[src/design/eprom_prog_defs.vh]
// Function
// - Programmer presents byte, gate high, pulses select low
// - 100 us pulses, verify, abort after 25
// - Final read-back at normal supply compares all; the host read op returns the byte uncompared
// - Select held high during reads under program supply
// - Select decoded, gate tied to system read strobe (the host drives chip_sel_n and out_gate_n from its own state machine instead)
`ifndef EPROM_PROG_DEFS_VH
`define EPROM_PROG_DEFS_VH
`define CLK_FREQ_HZ        20000000
`define PULSE_TIME_US      100
`define PULSE_CYCLES       ((`PULSE_TIME_US * (`CLK_FREQ_HZ / 1000000)))
`define SETUP_TIME_US      2
`define SETUP_CYCLES       ((`SETUP_TIME_US * (`CLK_FREQ_HZ / 1000000)))
`define VERIFY_WAIT_CYCLES 4
`define MAX_PULSES         25
`define ERASED_BYTE        8'hff
`define ID_ADDR_MASK       15'h1ffe
`define ADDR_W             15
`endif

[src/design/eprom_timer.v]
`timescale 1ns/10ps
`default_nettype none
// Down-counter for the pulse and setup waits
module eprom_timer #(
    parameter W = 12
) (
    // Clock and reset
    input  wire         clk_sys,
    input  wire         nrst,
    // Control
    input  wire         load,
    input  wire [W-1:0] count,
    output wire         done
);
    reg [W-1:0] cnt_r;

    always @(posedge clk_sys) begin
        if (!nrst)
            cnt_r <= {W{1'b0}};
        else if (load)
            cnt_r <= count;
        else if (cnt_r != {W{1'b0}})
            cnt_r <= cnt_r - {{(W-1){1'b0}}, 1'b1};
    end

    assign done = (cnt_r == {W{1'b0}}) & ~load;
endmodule // eprom_timer
`default_nettype wire

[src/design/eprom_prog_host.v]
`timescale 1ns/10ps
`default_nettype none
`include "eprom_prog_defs.vh"
// Programmer for the latched-address EPROM: program, verify, read and identify.
module eprom_prog_host #(
    parameter PULSE_CNT = `PULSE_CYCLES,
    parameter SETUP_CNT = `SETUP_CYCLES,
    parameter MAX_TRIES = `MAX_PULSES
) (
    // Clock and reset
    input  wire        clk_sys,
    input  wire        nrst,
    // User command
    input  wire        cmd_valid,
    input  wire [1:0]  cmd_op,
    input  wire [14:0] cmd_addr,
    input  wire [7:0]  cmd_data,
    output reg         cmd_ready,
    output reg         rsp_valid,
    output reg  [7:0]  rsp_data,
    output reg         rsp_error,
    // Device pins
    output reg  [14:0] addr_out,
    output reg         id_mode_address_line_hv,
    output reg         prog_supply_hv,
    output reg         core_supply_hi,
    output reg         addr_hold_strobe,
    output reg         chip_sel_n,
    output reg         out_gate_n,
    output reg  [7:0]  byte_outputs_o,
    output reg         byte_outputs_oe,
    input  wire [7:0]  byte_outputs_i
);
    localparam OP_READ = 2'd0;
    localparam OP_PROG = 2'd1;
    localparam OP_ID   = 2'd2;
    localparam OP_VFY  = 2'd3;

    // The timer answers two cycles after its load is requested, so the pulse
    // load is cut by that much to keep the select-low time at PULSE_CNT cycles
    localparam integer PULSE_LOAD  = PULSE_CNT - 2;
    localparam integer VERIFY_LOAD = `VERIFY_WAIT_CYCLES;

    localparam S_IDLE  = 4'd0;
    localparam S_SETUP = 4'd1;
    localparam S_PULSE = 4'd2;
    localparam S_HOLD  = 4'd3;
    localparam S_VGATE = 4'd4;
    localparam S_VSAMP = 4'd5;
    localparam S_RLAT  = 4'd6;
    localparam S_RGATE = 4'd7;
    localparam S_RSAMP = 4'd8;
    localparam S_DONE  = 4'd9;

    reg [3:0]  state_r;
    reg [1:0]  op_r;
    reg [7:0]  data_r;
    reg [4:0]  tries_r;
    reg [7:0]  sync1_r;
    reg [7:0]  sync2_r;
    reg        t_load;
    reg [11:0] t_count;
    wire       t_done;

    eprom_timer #(.W(12)) u_timer (
        .clk_sys (clk_sys),
        .nrst    (nrst),
        .load    (t_load),
        .count   (t_count),
        .done    (t_done)
    );

    // Device data returns asynchronously, so it is synchronised first
    always @(posedge clk_sys) begin
        if (!nrst) begin
            sync1_r <= 8'h00;
            sync2_r <= 8'h00;
        end else begin
            sync1_r <= byte_outputs_i;
            sync2_r <= sync1_r;
        end
    end

    always @(posedge clk_sys) begin
        if (!nrst) begin
            state_r                 <= S_IDLE;
            op_r                    <= 2'h0;
            data_r                  <= 8'h00;
            tries_r                 <= 5'h00;
            t_load                  <= 1'b0;
            t_count                 <= 12'h000;
            cmd_ready               <= 1'b0;
            rsp_valid               <= 1'b0;
            rsp_data                <= 8'h00;
            rsp_error               <= 1'b0;
            addr_out                <= 15'h0000;
            id_mode_address_line_hv <= 1'b0;
            prog_supply_hv          <= 1'b0;
            core_supply_hi          <= 1'b0;
            addr_hold_strobe        <= 1'b1;
            chip_sel_n              <= 1'b1;
            out_gate_n              <= 1'b1;
            byte_outputs_o          <= 8'h00;
            byte_outputs_oe         <= 1'b0;
        end else begin
            t_load    <= 1'b0;
            rsp_valid <= 1'b0;
            cmd_ready <= 1'b0;
            case (state_r)
                S_IDLE: begin
                    chip_sel_n       <= 1'b1;
                    out_gate_n       <= 1'b1;
                    byte_outputs_oe  <= 1'b0;
                    addr_hold_strobe <= 1'b1;
                    cmd_ready        <= ~cmd_valid;
                    if (cmd_valid && cmd_ready) begin
                        op_r    <= cmd_op;
                        data_r  <= cmd_data;
                        tries_r <= 5'h00;
                        t_load  <= 1'b1;
                        t_count <= SETUP_CNT[11:0];
                        if (cmd_op == OP_ID) begin
                            // Code select on line 0, rest of identification lines low
                            addr_out <= {cmd_addr[14:13], 12'h000, cmd_addr[0]};
                            id_mode_address_line_hv <= 1'b1;
                            state_r <= S_RLAT;
                        end else if (cmd_op == OP_READ) begin
                            addr_out <= cmd_addr;
                            prog_supply_hv <= 1'b0;
                            core_supply_hi <= 1'b0;
                            state_r <= S_RLAT;
                        end else begin
                            addr_out       <= cmd_addr;
                            prog_supply_hv <= 1'b1;
                            core_supply_hi <= 1'b1;
                            state_r <= (cmd_op == OP_PROG) ? S_SETUP : S_VGATE;
                        end
                    end
                end
                S_SETUP: begin
                    // Data on pins with gate high, then select pulse
                    out_gate_n      <= 1'b1;
                    byte_outputs_o  <= data_r;
                    byte_outputs_oe <= 1'b1;
                    if (t_done) begin
                        chip_sel_n <= 1'b0;
                        tries_r    <= tries_r + 5'd1;
                        t_load     <= 1'b1;
                        t_count    <= PULSE_LOAD[11:0];
                        state_r    <= S_PULSE;
                    end
                end
                S_PULSE: if (t_done) begin
                    chip_sel_n <= 1'b1;
                    t_load     <= 1'b1;
                    t_count    <= SETUP_CNT[11:0];
                    state_r    <= S_HOLD;
                end
                S_HOLD: if (t_done) begin
                    byte_outputs_oe <= 1'b0;
                    t_load          <= 1'b1;
                    t_count         <= SETUP_CNT[11:0];
                    state_r         <= S_VGATE;
                end
                S_VGATE: if (t_done) begin
                    // Verify with select high keeps device from programming
                    chip_sel_n <= 1'b1;
                    out_gate_n <= 1'b0;
                    t_load     <= 1'b1;
                    t_count    <= VERIFY_LOAD[11:0];
                    state_r    <= S_VSAMP;
                end
                S_VSAMP: if (t_done) begin
                    out_gate_n <= 1'b1;
                    rsp_data   <= sync2_r;
                    if (op_r == OP_VFY || sync2_r == data_r) begin
                        rsp_error <= (op_r == OP_PROG) ? 1'b0 : (sync2_r != data_r);
                        state_r   <= S_DONE;
                    end else if (tries_r >= MAX_TRIES[4:0]) begin
                        rsp_error <= 1'b1;
                        state_r   <= S_DONE;
                    end else begin
                        t_load  <= 1'b1;
                        t_count <= SETUP_CNT[11:0];
                        state_r <= S_SETUP;
                    end
                end
                S_RLAT: if (t_done) begin
                    // Falling strobe latches address before bus turns to data
                    addr_hold_strobe <= 1'b0;
                    chip_sel_n       <= 1'b0;
                    state_r          <= S_RGATE;
                end
                S_RGATE: begin
                    out_gate_n <= 1'b0;
                    t_load     <= 1'b1;
                    t_count    <= VERIFY_LOAD[11:0];
                    state_r    <= S_RSAMP;
                end
                S_RSAMP: if (t_done) begin
                    rsp_data  <= sync2_r;
                    rsp_error <= 1'b0;
                    state_r   <= S_DONE;
                end
                S_DONE: begin
                    chip_sel_n              <= 1'b1;
                    out_gate_n              <= 1'b1;
                    byte_outputs_oe         <= 1'b0;
                    addr_hold_strobe        <= 1'b1;
                    prog_supply_hv          <= 1'b0;
                    core_supply_hi          <= 1'b0;
                    id_mode_address_line_hv <= 1'b0;
                    rsp_valid               <= 1'b1;
                    state_r                 <= S_IDLE;
                end
                default: state_r <= S_IDLE;
            endcase
        end
    end
endmodule // eprom_prog_host
`default_nettype wire

[config.mk]
export PLATFORM = sky130hd
export DESIGN_NAME = eprom_prog_host
export DESIGN_NICKNAME = d
export VERILOG_FILES = /design/src/design/eprom_timer.v /design/src/design/eprom_prog_host.v
export VERILOG_INCLUDE_DIRS = /design/src /design/src/design
export SDC_FILE = /design/constraint.sdc
export NUM_CORES = 1
export LEC_CHECK = 0
export BUFFER_PORTS_ARGS = -buffer_cell sky130_fd_sc_hd__buf_4
export CORE_MARGIN = 5
export CORE_UTILIZATION = 55
export CTS_CLUSTER_SIZE = 14
export DETAILED_ROUTE_END_ITERATION = 7
export GPL_TIMING_DRIVEN = 0
export MAX_ROUTING_LAYER = met4
export PLACE_DENSITY = 0.85
export SLEW_MARGIN = 20
export SYNTH_ARGS = -nofsm -noshare
export SYNTH_HDL_FRONTEND = slang
export SYNTH_SLANG_ARGS = --single-unit
[constraint.sdc]
create_clock -name clk_sys -period 2.3 [get_ports clk_sys]
set_input_delay 0.46 -clock clk_sys [delete_from_list [all_inputs] [get_ports clk_sys]]
set_output_delay 0.46 -clock clk_sys [all_outputs]
set_load 0.01 [all_outputs]
==> results of run 1 <==
[layer usage]
layer | wire length [um] | vias to the layer above | share of wire [%] | track usage, %
met2 | 5280 | 177 | 50 | 40.8
met1 | 4290 | 1732 | 40 | 30.1
li1 | - | 1764 | - | -
met3 | 749 | 32 | 7.1 | 4.30
met5 | 0 | - | 0 | -
met4 | 282 | 0 | 2.7 | 9.75
[where the power goes]
group,total (W),switching (W),internal (W)
clock network,0.00127,0.000627,0.000642
logic,0.00135,0.000767,0.000581
registers,0.00187,0.000131,0.00174
[state kept, by name (all words and copies together) (netlist names)]
name and count:
state_r 4, chip_sel_n 1, out_gate_n 1, cmd_ready 1, byte_outputs_oe 1, addr_hold_strobe 1
u_timer.cnt_r 12, tries_r 5, t_count 4, op_r 2, id_mode_address_line_hv 1, core_supply_hi 1
addr_out 15, sync1_r 8, data_r 8, byte_outputs_o 8, sync2_r 8, rsp_error 1
t_load 1, rsp_data 8, rsp_valid 1
[cell type report]
class                      count  area share [%]
multi-input combinational    329            39.7
sequential                    92            37.3
timing repair buffer          80            12.4
clock buffer                   9            2.51
buffer                        28            2.43
tap                           96            2.43
clock inverter                 7            2.36
inverter                      12           0.912
[cell usage in the layout, fill, tap and decap left out, types with 7 or more instances in the layout]
cell	n
a21oi_1	52
and2_1	17
buf_4	80
clkbuf_1	17
clkbuf_8	9
dfxtp_1	91
mux2i_1	13
nand2_1	98
nand3_1	7
nor2_1	26
nor3_1	11
o21ai_0	7
or3_1	8
xnor2_1	16
[path summary, 6_finish.rpt]
| kind | from | end | slack (ns) | cells after the start |
|---|---|---|---|---|
| worst max-delay path | u_timer.cnt_r[5] | tries_r[3] | 0.02 | 6 |
| worst min-delay path | cmd_valid | cmd_ready | 0.27 | 2 |
| worst max register to register | u_timer.cnt_r[5] | tries_r[3] | 0.02 | 6 |
| worst min register to register | sync1_r[6] | sync2_r[6] | 0.44 | 1 |
[cell families after synthesis]
family | share of synthesized area [%]
compound gates | 14.9
xor+xnor | 4.03
fa+ha+maj | 1.28
buf+inv | 4.09
flops | 47.1
mux | 4.19
simple gates | 24.5
[per-stage QoR]
step | hold slack [ns] | total power [W] | worst slack, ns
after global placement | 0.414 | 0.00308 | -0.104
after detailed placement | 0.420 | 0.00312 | -0.177
after global routing | 0.271 | 0.00472 | -0.0371
after CTS | 0.265 | 0.00441 | -0.0560
final | 0.271 | 0.00448 | 0.0249
after floorplan | 0.412 | 0.00279 | 0.154
[repair_timing]
item / CTS / global route
resized for setup: 3 / 22
setup endpoints to repair: 11 / 42
pin swaps: 3 / 4
setup buffers: 3 / 1
==> impl_metrics.env, run 1 <==
export IMPL_fin_crit_sh_pct=98.9
export IMPL_antenna_found_initial=0
export IMPL_avgSynthCellArea_sq_um=8.47
export IMPL_synthFlopType="dfxtp_1"
export IMPL_critPathSlowestCell="or4_1"
export IMPL_yosysWarningCount=0
export IMPL_synthTopCellsByCount="nand2_1 (98), dfxtp_1 (92), a21oi_1 (52), nor2_1 (26), clkbuf_1 (24)"
export IMPL_drc=0
export IMPL_drive_above_1_share_pct=23.3
export IMPL_wl_per_cell_um=16.2
export IMPL_cts_buffers=9
export IMPL_io_pins=77
export IMPL_crit_type="register to register"
export IMPL_cts_tree="built"
export IMPL_cp_num_buf_inv=1
export IMPL_postRouteWirelength_um=10600
export IMPL_dieArea_sq_mm=0.00890
export IMPL_drt_iter0_markers=276
export IMPL_status="finished clean"
export IMPL_max_freq_mhz=440
export IMPL_finalSetupViolations=0
export IMPL_worstMarginPinSlew_ns=0.626
export IMPL_final_nets=592
export IMPL_crit_chain="or4_1 > buf_2 > nor4b_4 > a21oi_2 > nor3_2 > mux2_2"
export IMPL_path_clk_slew_ns=0.10
export IMPL_fin_util_pct=71.9
export IMPL_dieWidth_um=94.3
export IMPL_grt_pass1_wl_um=16900
export IMPL_gp_congestion=0.895
export IMPL_syn_nets=502
export IMPL_netlist_instances=462
export IMPL_grt_usage_pct=24.7
export IMPL_viasPerCell=5.67
export IMPL_holdBufCountCts=0
export IMPL_multiInputGateArea_sq_mm=0.00196
export IMPL_synth_top_area_share_pct=47.1
export IMPL_maxSlewViolCount=0
export IMPL_clk_latency_ns=0.37
export IMPL_crit_path_end_kind="register"
export IMPL_diodes=0
export IMPL_fin_crit_ns=2.28
export IMPL_netlist_area_sq_mm=0.00391
export IMPL_grt_max_degree=19
export IMPL_cp_top_family="simple AND/OR/NAND/NOR gates"
export IMPL_synthTopCellsByArea="dfxtp_1 (47%), nand2_1 (9.4%), a21oi_1 (6.7%)"
export IMPL_initial_utilization_pct=57.0
export IMPL_p_leak_nw=1.97
export IMPL_coreArea_sq_mm=0.00687
export IMPL_async_flop_share_pct=0
export IMPL_setup_tns_final_ns=0
export IMPL_via_count=3705
export IMPL_postPlaceCellArea_sq_mm=0.00460
export IMPL_place_inst=634
export IMPL_grt_ovfl_total=0
export IMPL_synthToLayoutAreaGrowth_pct=26.3
export IMPL_hold_viol=0
export IMPL_postRouteAntennaNets=0
export IMPL_skew_ns=0.0139
export IMPL_final_area_sq_mm=0.00494
export IMPL_portBuffers=76
export IMPL_die_y_um=94.3
export IMPL_place_hpwl_um=7510
export IMPL_yosys_area_top_type="dfxtp_1"
export IMPL_max_slew_margin_rel_pct=58.3
export IMPL_cts_max_path_buffers=2
export IMPL_h_tree_depth=3
export IMPL_stdcell_count=653
export IMPL_seq_area_sq_mm=0.00184
export IMPL_rows=30
export IMPL_synth_most_common_cell="nand2_1"
export IMPL_path_max_fanout=5
export IMPL_ys_types=56
export IMPL_hold_class="input port to register"
export IMPL_start_kind="register"
export IMPL_synth_edf_count=0
export IMPL_nFillCells=526
export IMPL_cap_violations=0
export IMPL_ir_drop_uv=489
export IMPL_cts_sinks=92
export IMPL_ys_seq_area_share_pct=47.1
export IMPL_grt_pass1_vias=3597
export IMPL_worstPathRequired_ns=2.55
export IMPL_powerDensity_mw_per_mm2=908
export IMPL_critPathMaxStageDelay_ns=0.54
export IMPL_cp_arrival_ns=2.52
export IMPL_dr_pass1_iters=5
export IMPL_synth_seq_cells=92
export IMPL_cts_root_buf="clkbuf_8"
Note: power is estimated with default switching activity, not from simulation.
==> inputs of run 2 (changes only) <==
- BUFFER_PORTS_ARGS: -buffer_cell sky130_fd_sc_hd__buf_4 -> default
- CORE_MARGIN: 5 -> 4
- CORE_UTILIZATION: 55 -> 60
- DONT_BUFFER_PORTS: default -> 1
- PLACE_DENSITY: 0.85 -> 0.81
==> impl_metrics.env, run 2 (same netlist as run 1, synthesis figures left out) <==
export IMPL_status="finished clean"
export IMPL_final_cell_mix="nand2_1 (98), dfxtp_1 (89), a21oi_1 (52)"
export IMPL_crit_path_start="u_timer.cnt_r[4]"
export IMPL_cp_arrival_ns=2.52
export IMPL_r2r_start="u_timer.cnt_r[4]"
export IMPL_critPathMaxStageDelay_ns=0.49
export IMPL_start_kind="register"
export IMPL_cts_sinks=92
export IMPL_postRouteAntennaNets=0
export IMPL_largest_reg_flops=15
export IMPL_grt_pass1_vias=2968
export IMPL_crit_path_end_kind="register"
export IMPL_final_common_cell="nand2_1"
export IMPL_crit_chain="nor4_1 > nand4b_1 > a311oi_2 > o21ai_2 > a211o_1"
export IMPL_dieArea_sq_mm=0.00788
export IMPL_via_count=3297
export IMPL_path_clk_slew_ns=0.10
export IMPL_h_tree_depth=3
export IMPL_holdBufCountCts=0
export IMPL_setup_slack_ns=0.0410
export IMPL_max_freq_mhz=443
export IMPL_nFillCells=501
export IMPL_fin_hold_ws_ns=0.163
export IMPL_finalSetupViolations=0
export IMPL_dp_slack_ns=-0.250
export IMPL_worstMarginPinSlew_ns=0.609
export IMPL_wl_per_cell_um=16.7
export IMPL_final_area_sq_mm=0.00435
export IMPL_dr_pass1_iters=4
export IMPL_cts_tree="built"
export IMPL_coreArea_sq_mm=0.00635
export IMPL_reg_top3="addr_out x15, u_timer.cnt_r x12"
export IMPL_top_register="addr_out"
export IMPL_grt_ovfl_total=0
export IMPL_postRouteWirelength_um=9360
export IMPL_path_max_fanout=7
export IMPL_min_delay_start="cmd_valid"
export IMPL_grt_usage_pct=24.3
export IMPL_cts_buffers=9
export IMPL_powerDensity_mw_per_mm2=984
export IMPL_p_leak_nw=1.58
export IMPL_die_y_um=88.8
export IMPL_cts_max_path_buffers=2
export IMPL_dieWidth_um=88.8
export IMPL_cap_violations=0
export IMPL_portBuffers=0
export IMPL_clk_latency_ns=0.37
export IMPL_gp_congestion=0.965
export IMPL_synthToLayoutAreaGrowth_pct=11.1
export IMPL_worstPathRequired_ns=2.56
export IMPL_antenna_found_initial=0
export IMPL_hold_class="input port to register"
export IMPL_skew_ns=0.0180
export IMPL_drive_above_1_share_pct=11.8
export IMPL_postPlaceCellArea_sq_mm=0.00401
export IMPL_initial_utilization_pct=61.6
export IMPL_place_hpwl_um=6520
export IMPL_io_pins=77
export IMPL_fin_crit_ns=2.26
export IMPL_critPathSlowestCell="nor4_1"
export IMPL_hold_viol=0
export IMPL_viasPerCell=5.88
export IMPL_fin_crit_sh_pct=98.2
export IMPL_rsz0062_at_grt="true"
export IMPL_fin_util_pct=68.4
export IMPL_maxSlewViolCount=0
export IMPL_grt_pass1_wl_um=14200
export IMPL_cts_root_buf="clkbuf_8"
export IMPL_crit_type="register to register"
export IMPL_ir_drop_uv=640
export IMPL_drc=0
export IMPL_max_slew_margin_rel_pct=59.4
export IMPL_rows=29
export IMPL_grt_max_degree=20
export IMPL_drt_iter0_markers=152
export IMPL_final_nets=519
export IMPL_diodes=0
-- run 2: path summary, 6_finish.rpt --
kind                              endpoint  slack, ns  cells after the start
worst max-delay path            out_gate_n       0.04                      5
worst min-delay path             cmd_ready       0.16                      1
worst max register to register  out_gate_n       0.04                      5
worst min register to register  sync2_r[1]       0.44                      1
-- run 2: repair_timing --
item | 4_1_cts | 5_1_grt
hold endpoints to repair | 0 | 0
setup buffers | 2 | 4
resized for setup | 4 | 29
setup endpoints to repair | 11 | 43
gates cloned | 0 | 0
pin swaps | 6 | 4
-- run 2: through the flow --
step | power [W] | TNS, ns | std cells
final | 0.00427 | 0 | 561
after detailed placement | 0.00303 | -1.36 | 539
after global placement | 0.00299 | -0.664 | 539
after floorplan | 0.00279 | 0 | 462
after global routing | 0.00451 | -0.0839 | 561
after CTS | 0.00414 | -0.0104 | 557
-- run 2: worst max-delay path, delay by kind of cell, from the launching register on --
kind               cells  cell delay (ns)
AOI/OAI and AO/OA      3             0.85
DFF                    1             0.38
and+or+nand+nor        2             0.92
-- run 2: cell type report --
type,count,area (sq um),area share (%)
Multi-Input combinational cell,329,1970,45.3
Sequential cell,92,1850,42.5
Buffer,29,129,2.97
Clock buffer,9,124,2.85
Tap cell,77,96.3,2.22
Clock inverter,7,76.3,1.76
Timing Repair Buffer,6,57.6,1.32
Inverter,12,45.0,1.04
-- run 2: routing by layer --
metal | track usage (%) | vias to the layer above | share of wire, %
met5 | - | - | 0
met4 | 10.0 | 0 | 2.7
met3 | 7.54 | 24 | 9.2
met2 | 37.2 | 142 | 48
met1 | 29.7 | 1525 | 40
li1 | - | 1606 | -
-- run 2: power by group --
part           internal [W]  total (W)  switching, W
combinational      0.000573    0.00132      0.000747
clock              0.000432    0.00108      0.000648
sequential          0.00174    0.00187      0.000132
==> inputs of run 3 (changes only) <==
- SETUP_SLACK_MARGIN: default -> 0.3
==> impl_metrics.env, run 3 (same netlist as run 1, synthesis figures left out) <==
export IMPL_crit_path_end_kind="register"
export IMPL_path_max_fanout=3
export IMPL_grt_ovfl_total=0
export IMPL_rrSetupSlack_ns=0.15
export IMPL_die_y_um=88.8
export IMPL_p_leak_nw=1.74
export IMPL_reg2regPathDepth=8
export IMPL_crit_type="register to register"
export IMPL_grt_pass1_wl_um=15800
export IMPL_crit_path_start="u_timer.cnt_r[1]"
export IMPL_wl_per_cell_um=17.7
export IMPL_max_slew_margin_rel_pct=56.7
export IMPL_largest_reg_flops=15
export IMPL_grt_usage_pct=26.6
export IMPL_ir_drop_uv=799
export IMPL_cts_sinks=92
export IMPL_holdBufCountCts=0
export IMPL_final_nets=537
export IMPL_dieWidth_um=88.8
export IMPL_top_register="addr_out"
export IMPL_drt_iter0_markers=279
export IMPL_hold_class="input port to register"
export IMPL_drc=0
export IMPL_r2r_start="u_timer.cnt_r[1]"
export IMPL_clk_latency_ns=0.37
export IMPL_h_tree_depth=3
export IMPL_reg_top3="addr_out x15, u_timer.cnt_r x12"
export IMPL_cts_tree="built"
export IMPL_final_area_sq_mm=0.00465
export IMPL_rows=29
export IMPL_cts_root_buf="clkbuf_8"
export IMPL_endpoint="tries_r[3]"
export IMPL_io_pins=77
export IMPL_finalSetupViolations=0
export IMPL_place_hpwl_um=6710
export IMPL_maxSlewViolCount=0
export IMPL_start_kind="register"
export IMPL_powerDensity_mw_per_mm2=1010
export IMPL_hold_viol=0
export IMPL_holdPathStages=1
export IMPL_path_clk_slew_ns=0.10
export IMPL_stdcell_count=579
export IMPL_dieArea_sq_mm=0.00788
export IMPL_fin_crit_sh_pct=93.3
export IMPL_synthToLayoutAreaGrowth_pct=18.7
export IMPL_skew_ns=0.00897
export IMPL_postPlaceCellArea_sq_mm=0.00403
export IMPL_max_freq_mhz=466
export IMPL_grt_pass1_vias=3389
export IMPL_final_cell_mix="nand2_1 (96), dfxtp_1 (84), a21oi_1 (51)"
export IMPL_postRouteAntennaNets=0
export IMPL_diodes=0
export IMPL_gp_congestion=0.933
export IMPL_place_inst=539
export IMPL_cts_buffers=9
export IMPL_cts_max_path_buffers=2
export IMPL_worstReg2RegEnd="tries_r[3]"
export IMPL_dr_pass1_iters=5
export IMPL_final_common_cell="nand2_1"
export IMPL_postRouteWirelength_um=10200
export IMPL_fin_hold_ws_ns=0.156
export IMPL_drive_above_1_share_pct=20.3
export IMPL_nFillCells=471
export IMPL_portBuffers=0
export IMPL_antenna_found_initial=0
export IMPL_grt_max_degree=20
export IMPL_initial_utilization_pct=61.6
export IMPL_viasPerCell=6.00
export IMPL_worstMarginPinSlew_ns=0.650
export IMPL_status="finished clean"
export IMPL_cp_arrival_ns=2.41
export IMPL_cap_violations=0
export IMPL_fin_crit_ns=2.15
export IMPL_worstPathRequired_ns=2.57
export IMPL_via_count=3473
export IMPL_rsz0062_at_grt="true"
export IMPL_coreArea_sq_mm=0.00635
==> run 3: changes by cell type in the layout (fill, tap and decap cells not counted), moves of 5 or more <==
cell	change
buf_4	+16
dfxtp_2	+5
dfxtp_1	-5
clkbuf_1	-6
==> run 3: worst min-delay path by stage <==
stage          startpoint         end  slack (ns)
2_1_floorplan  sync1_r[0]  sync2_r[0]        0.41
3_3_place_gp   sync1_r[2]  sync2_r[2]        0.41
3_5_place_dp   sync1_r[1]  sync2_r[1]        0.42
4_1_cts         cmd_valid   cmd_ready        0.16
5_1_grt         cmd_valid   cmd_ready        0.15
6_report        cmd_valid   cmd_ready        0.16
==> run 3: worst max-delay path, cell delays in order (launching register included) <==
cell and delay, ns:
dfxtp_2 0.34, inv_2 0.07, ha_4 0.13, or4b_4 0.48
nor4b_4 0.27, buf_4 0.19, a21oi_4 0.08, nor3_2 0.16
mux2_4 0.32
==> run 3: layout make-up <==
type                            count  area [sq um]  share of cell area [%]
Multi-Input combinational cell    329          2080                    44.8
Sequential cell                    92          1850                    39.9
Timing Repair Buffer               24           209                    4.50
Buffer                             29           159                    3.42
Clock buffer                        9           124                    2.67
Tap cell                           77          96.3                    2.07
Clock inverter                      7          76.3                    1.64
Inverter                           12          45.0                   0.970
==> run 3: through the flow <==
stage / setup TNS, ns / util [%] / worst slack [ns] / power (W)
2_1_floorplan: 0 / - / 0.239 / 0.00282
3_3_place_gp: -0.103 / 63.5 / -0.0641 / 0.00303
3_5_place_dp: -0.126 / 63.5 / -0.0603 / 0.00307
4_1_cts: 0 / 70.6 / 0.147 / 0.00444
5_1_grt: 0 / 73.2 / 0.0842 / 0.00491
6_report: 0 / 73.2 / 0.154 / 0.00467
==> run 3: layer usage <==
layer	global-route usage (%)	up-vias	routed length (um)	share of wire [%]
li1	-	1645	-	-
met1	31.3	1623	4000	39
met2	42.6	177	5040	49
met3	7.82	28	950	9.3
met4	10.4	0	253	2.5
met5	-	-	0	0
==> run 3: report_power, final <==
part	leakage [nW]	internal, W	switching [W]
sequential	0.753	0.00174	0.000123
combinational	0.887	0.000811	0.000899
clock	0.103	0.000432	0.000663
total	1.74	0.00299	0.00169
==> run 3: what timing repair did <==
item / in CTS / in global routing
gates resized for setup: 36 / 29
endpoints found under the setup margin: 58 / 62
gates cloned: 0 / 1
pin swaps: 12 / 14
hold endpoints to repair: 0 / 0
buffers inserted: 15 / 8
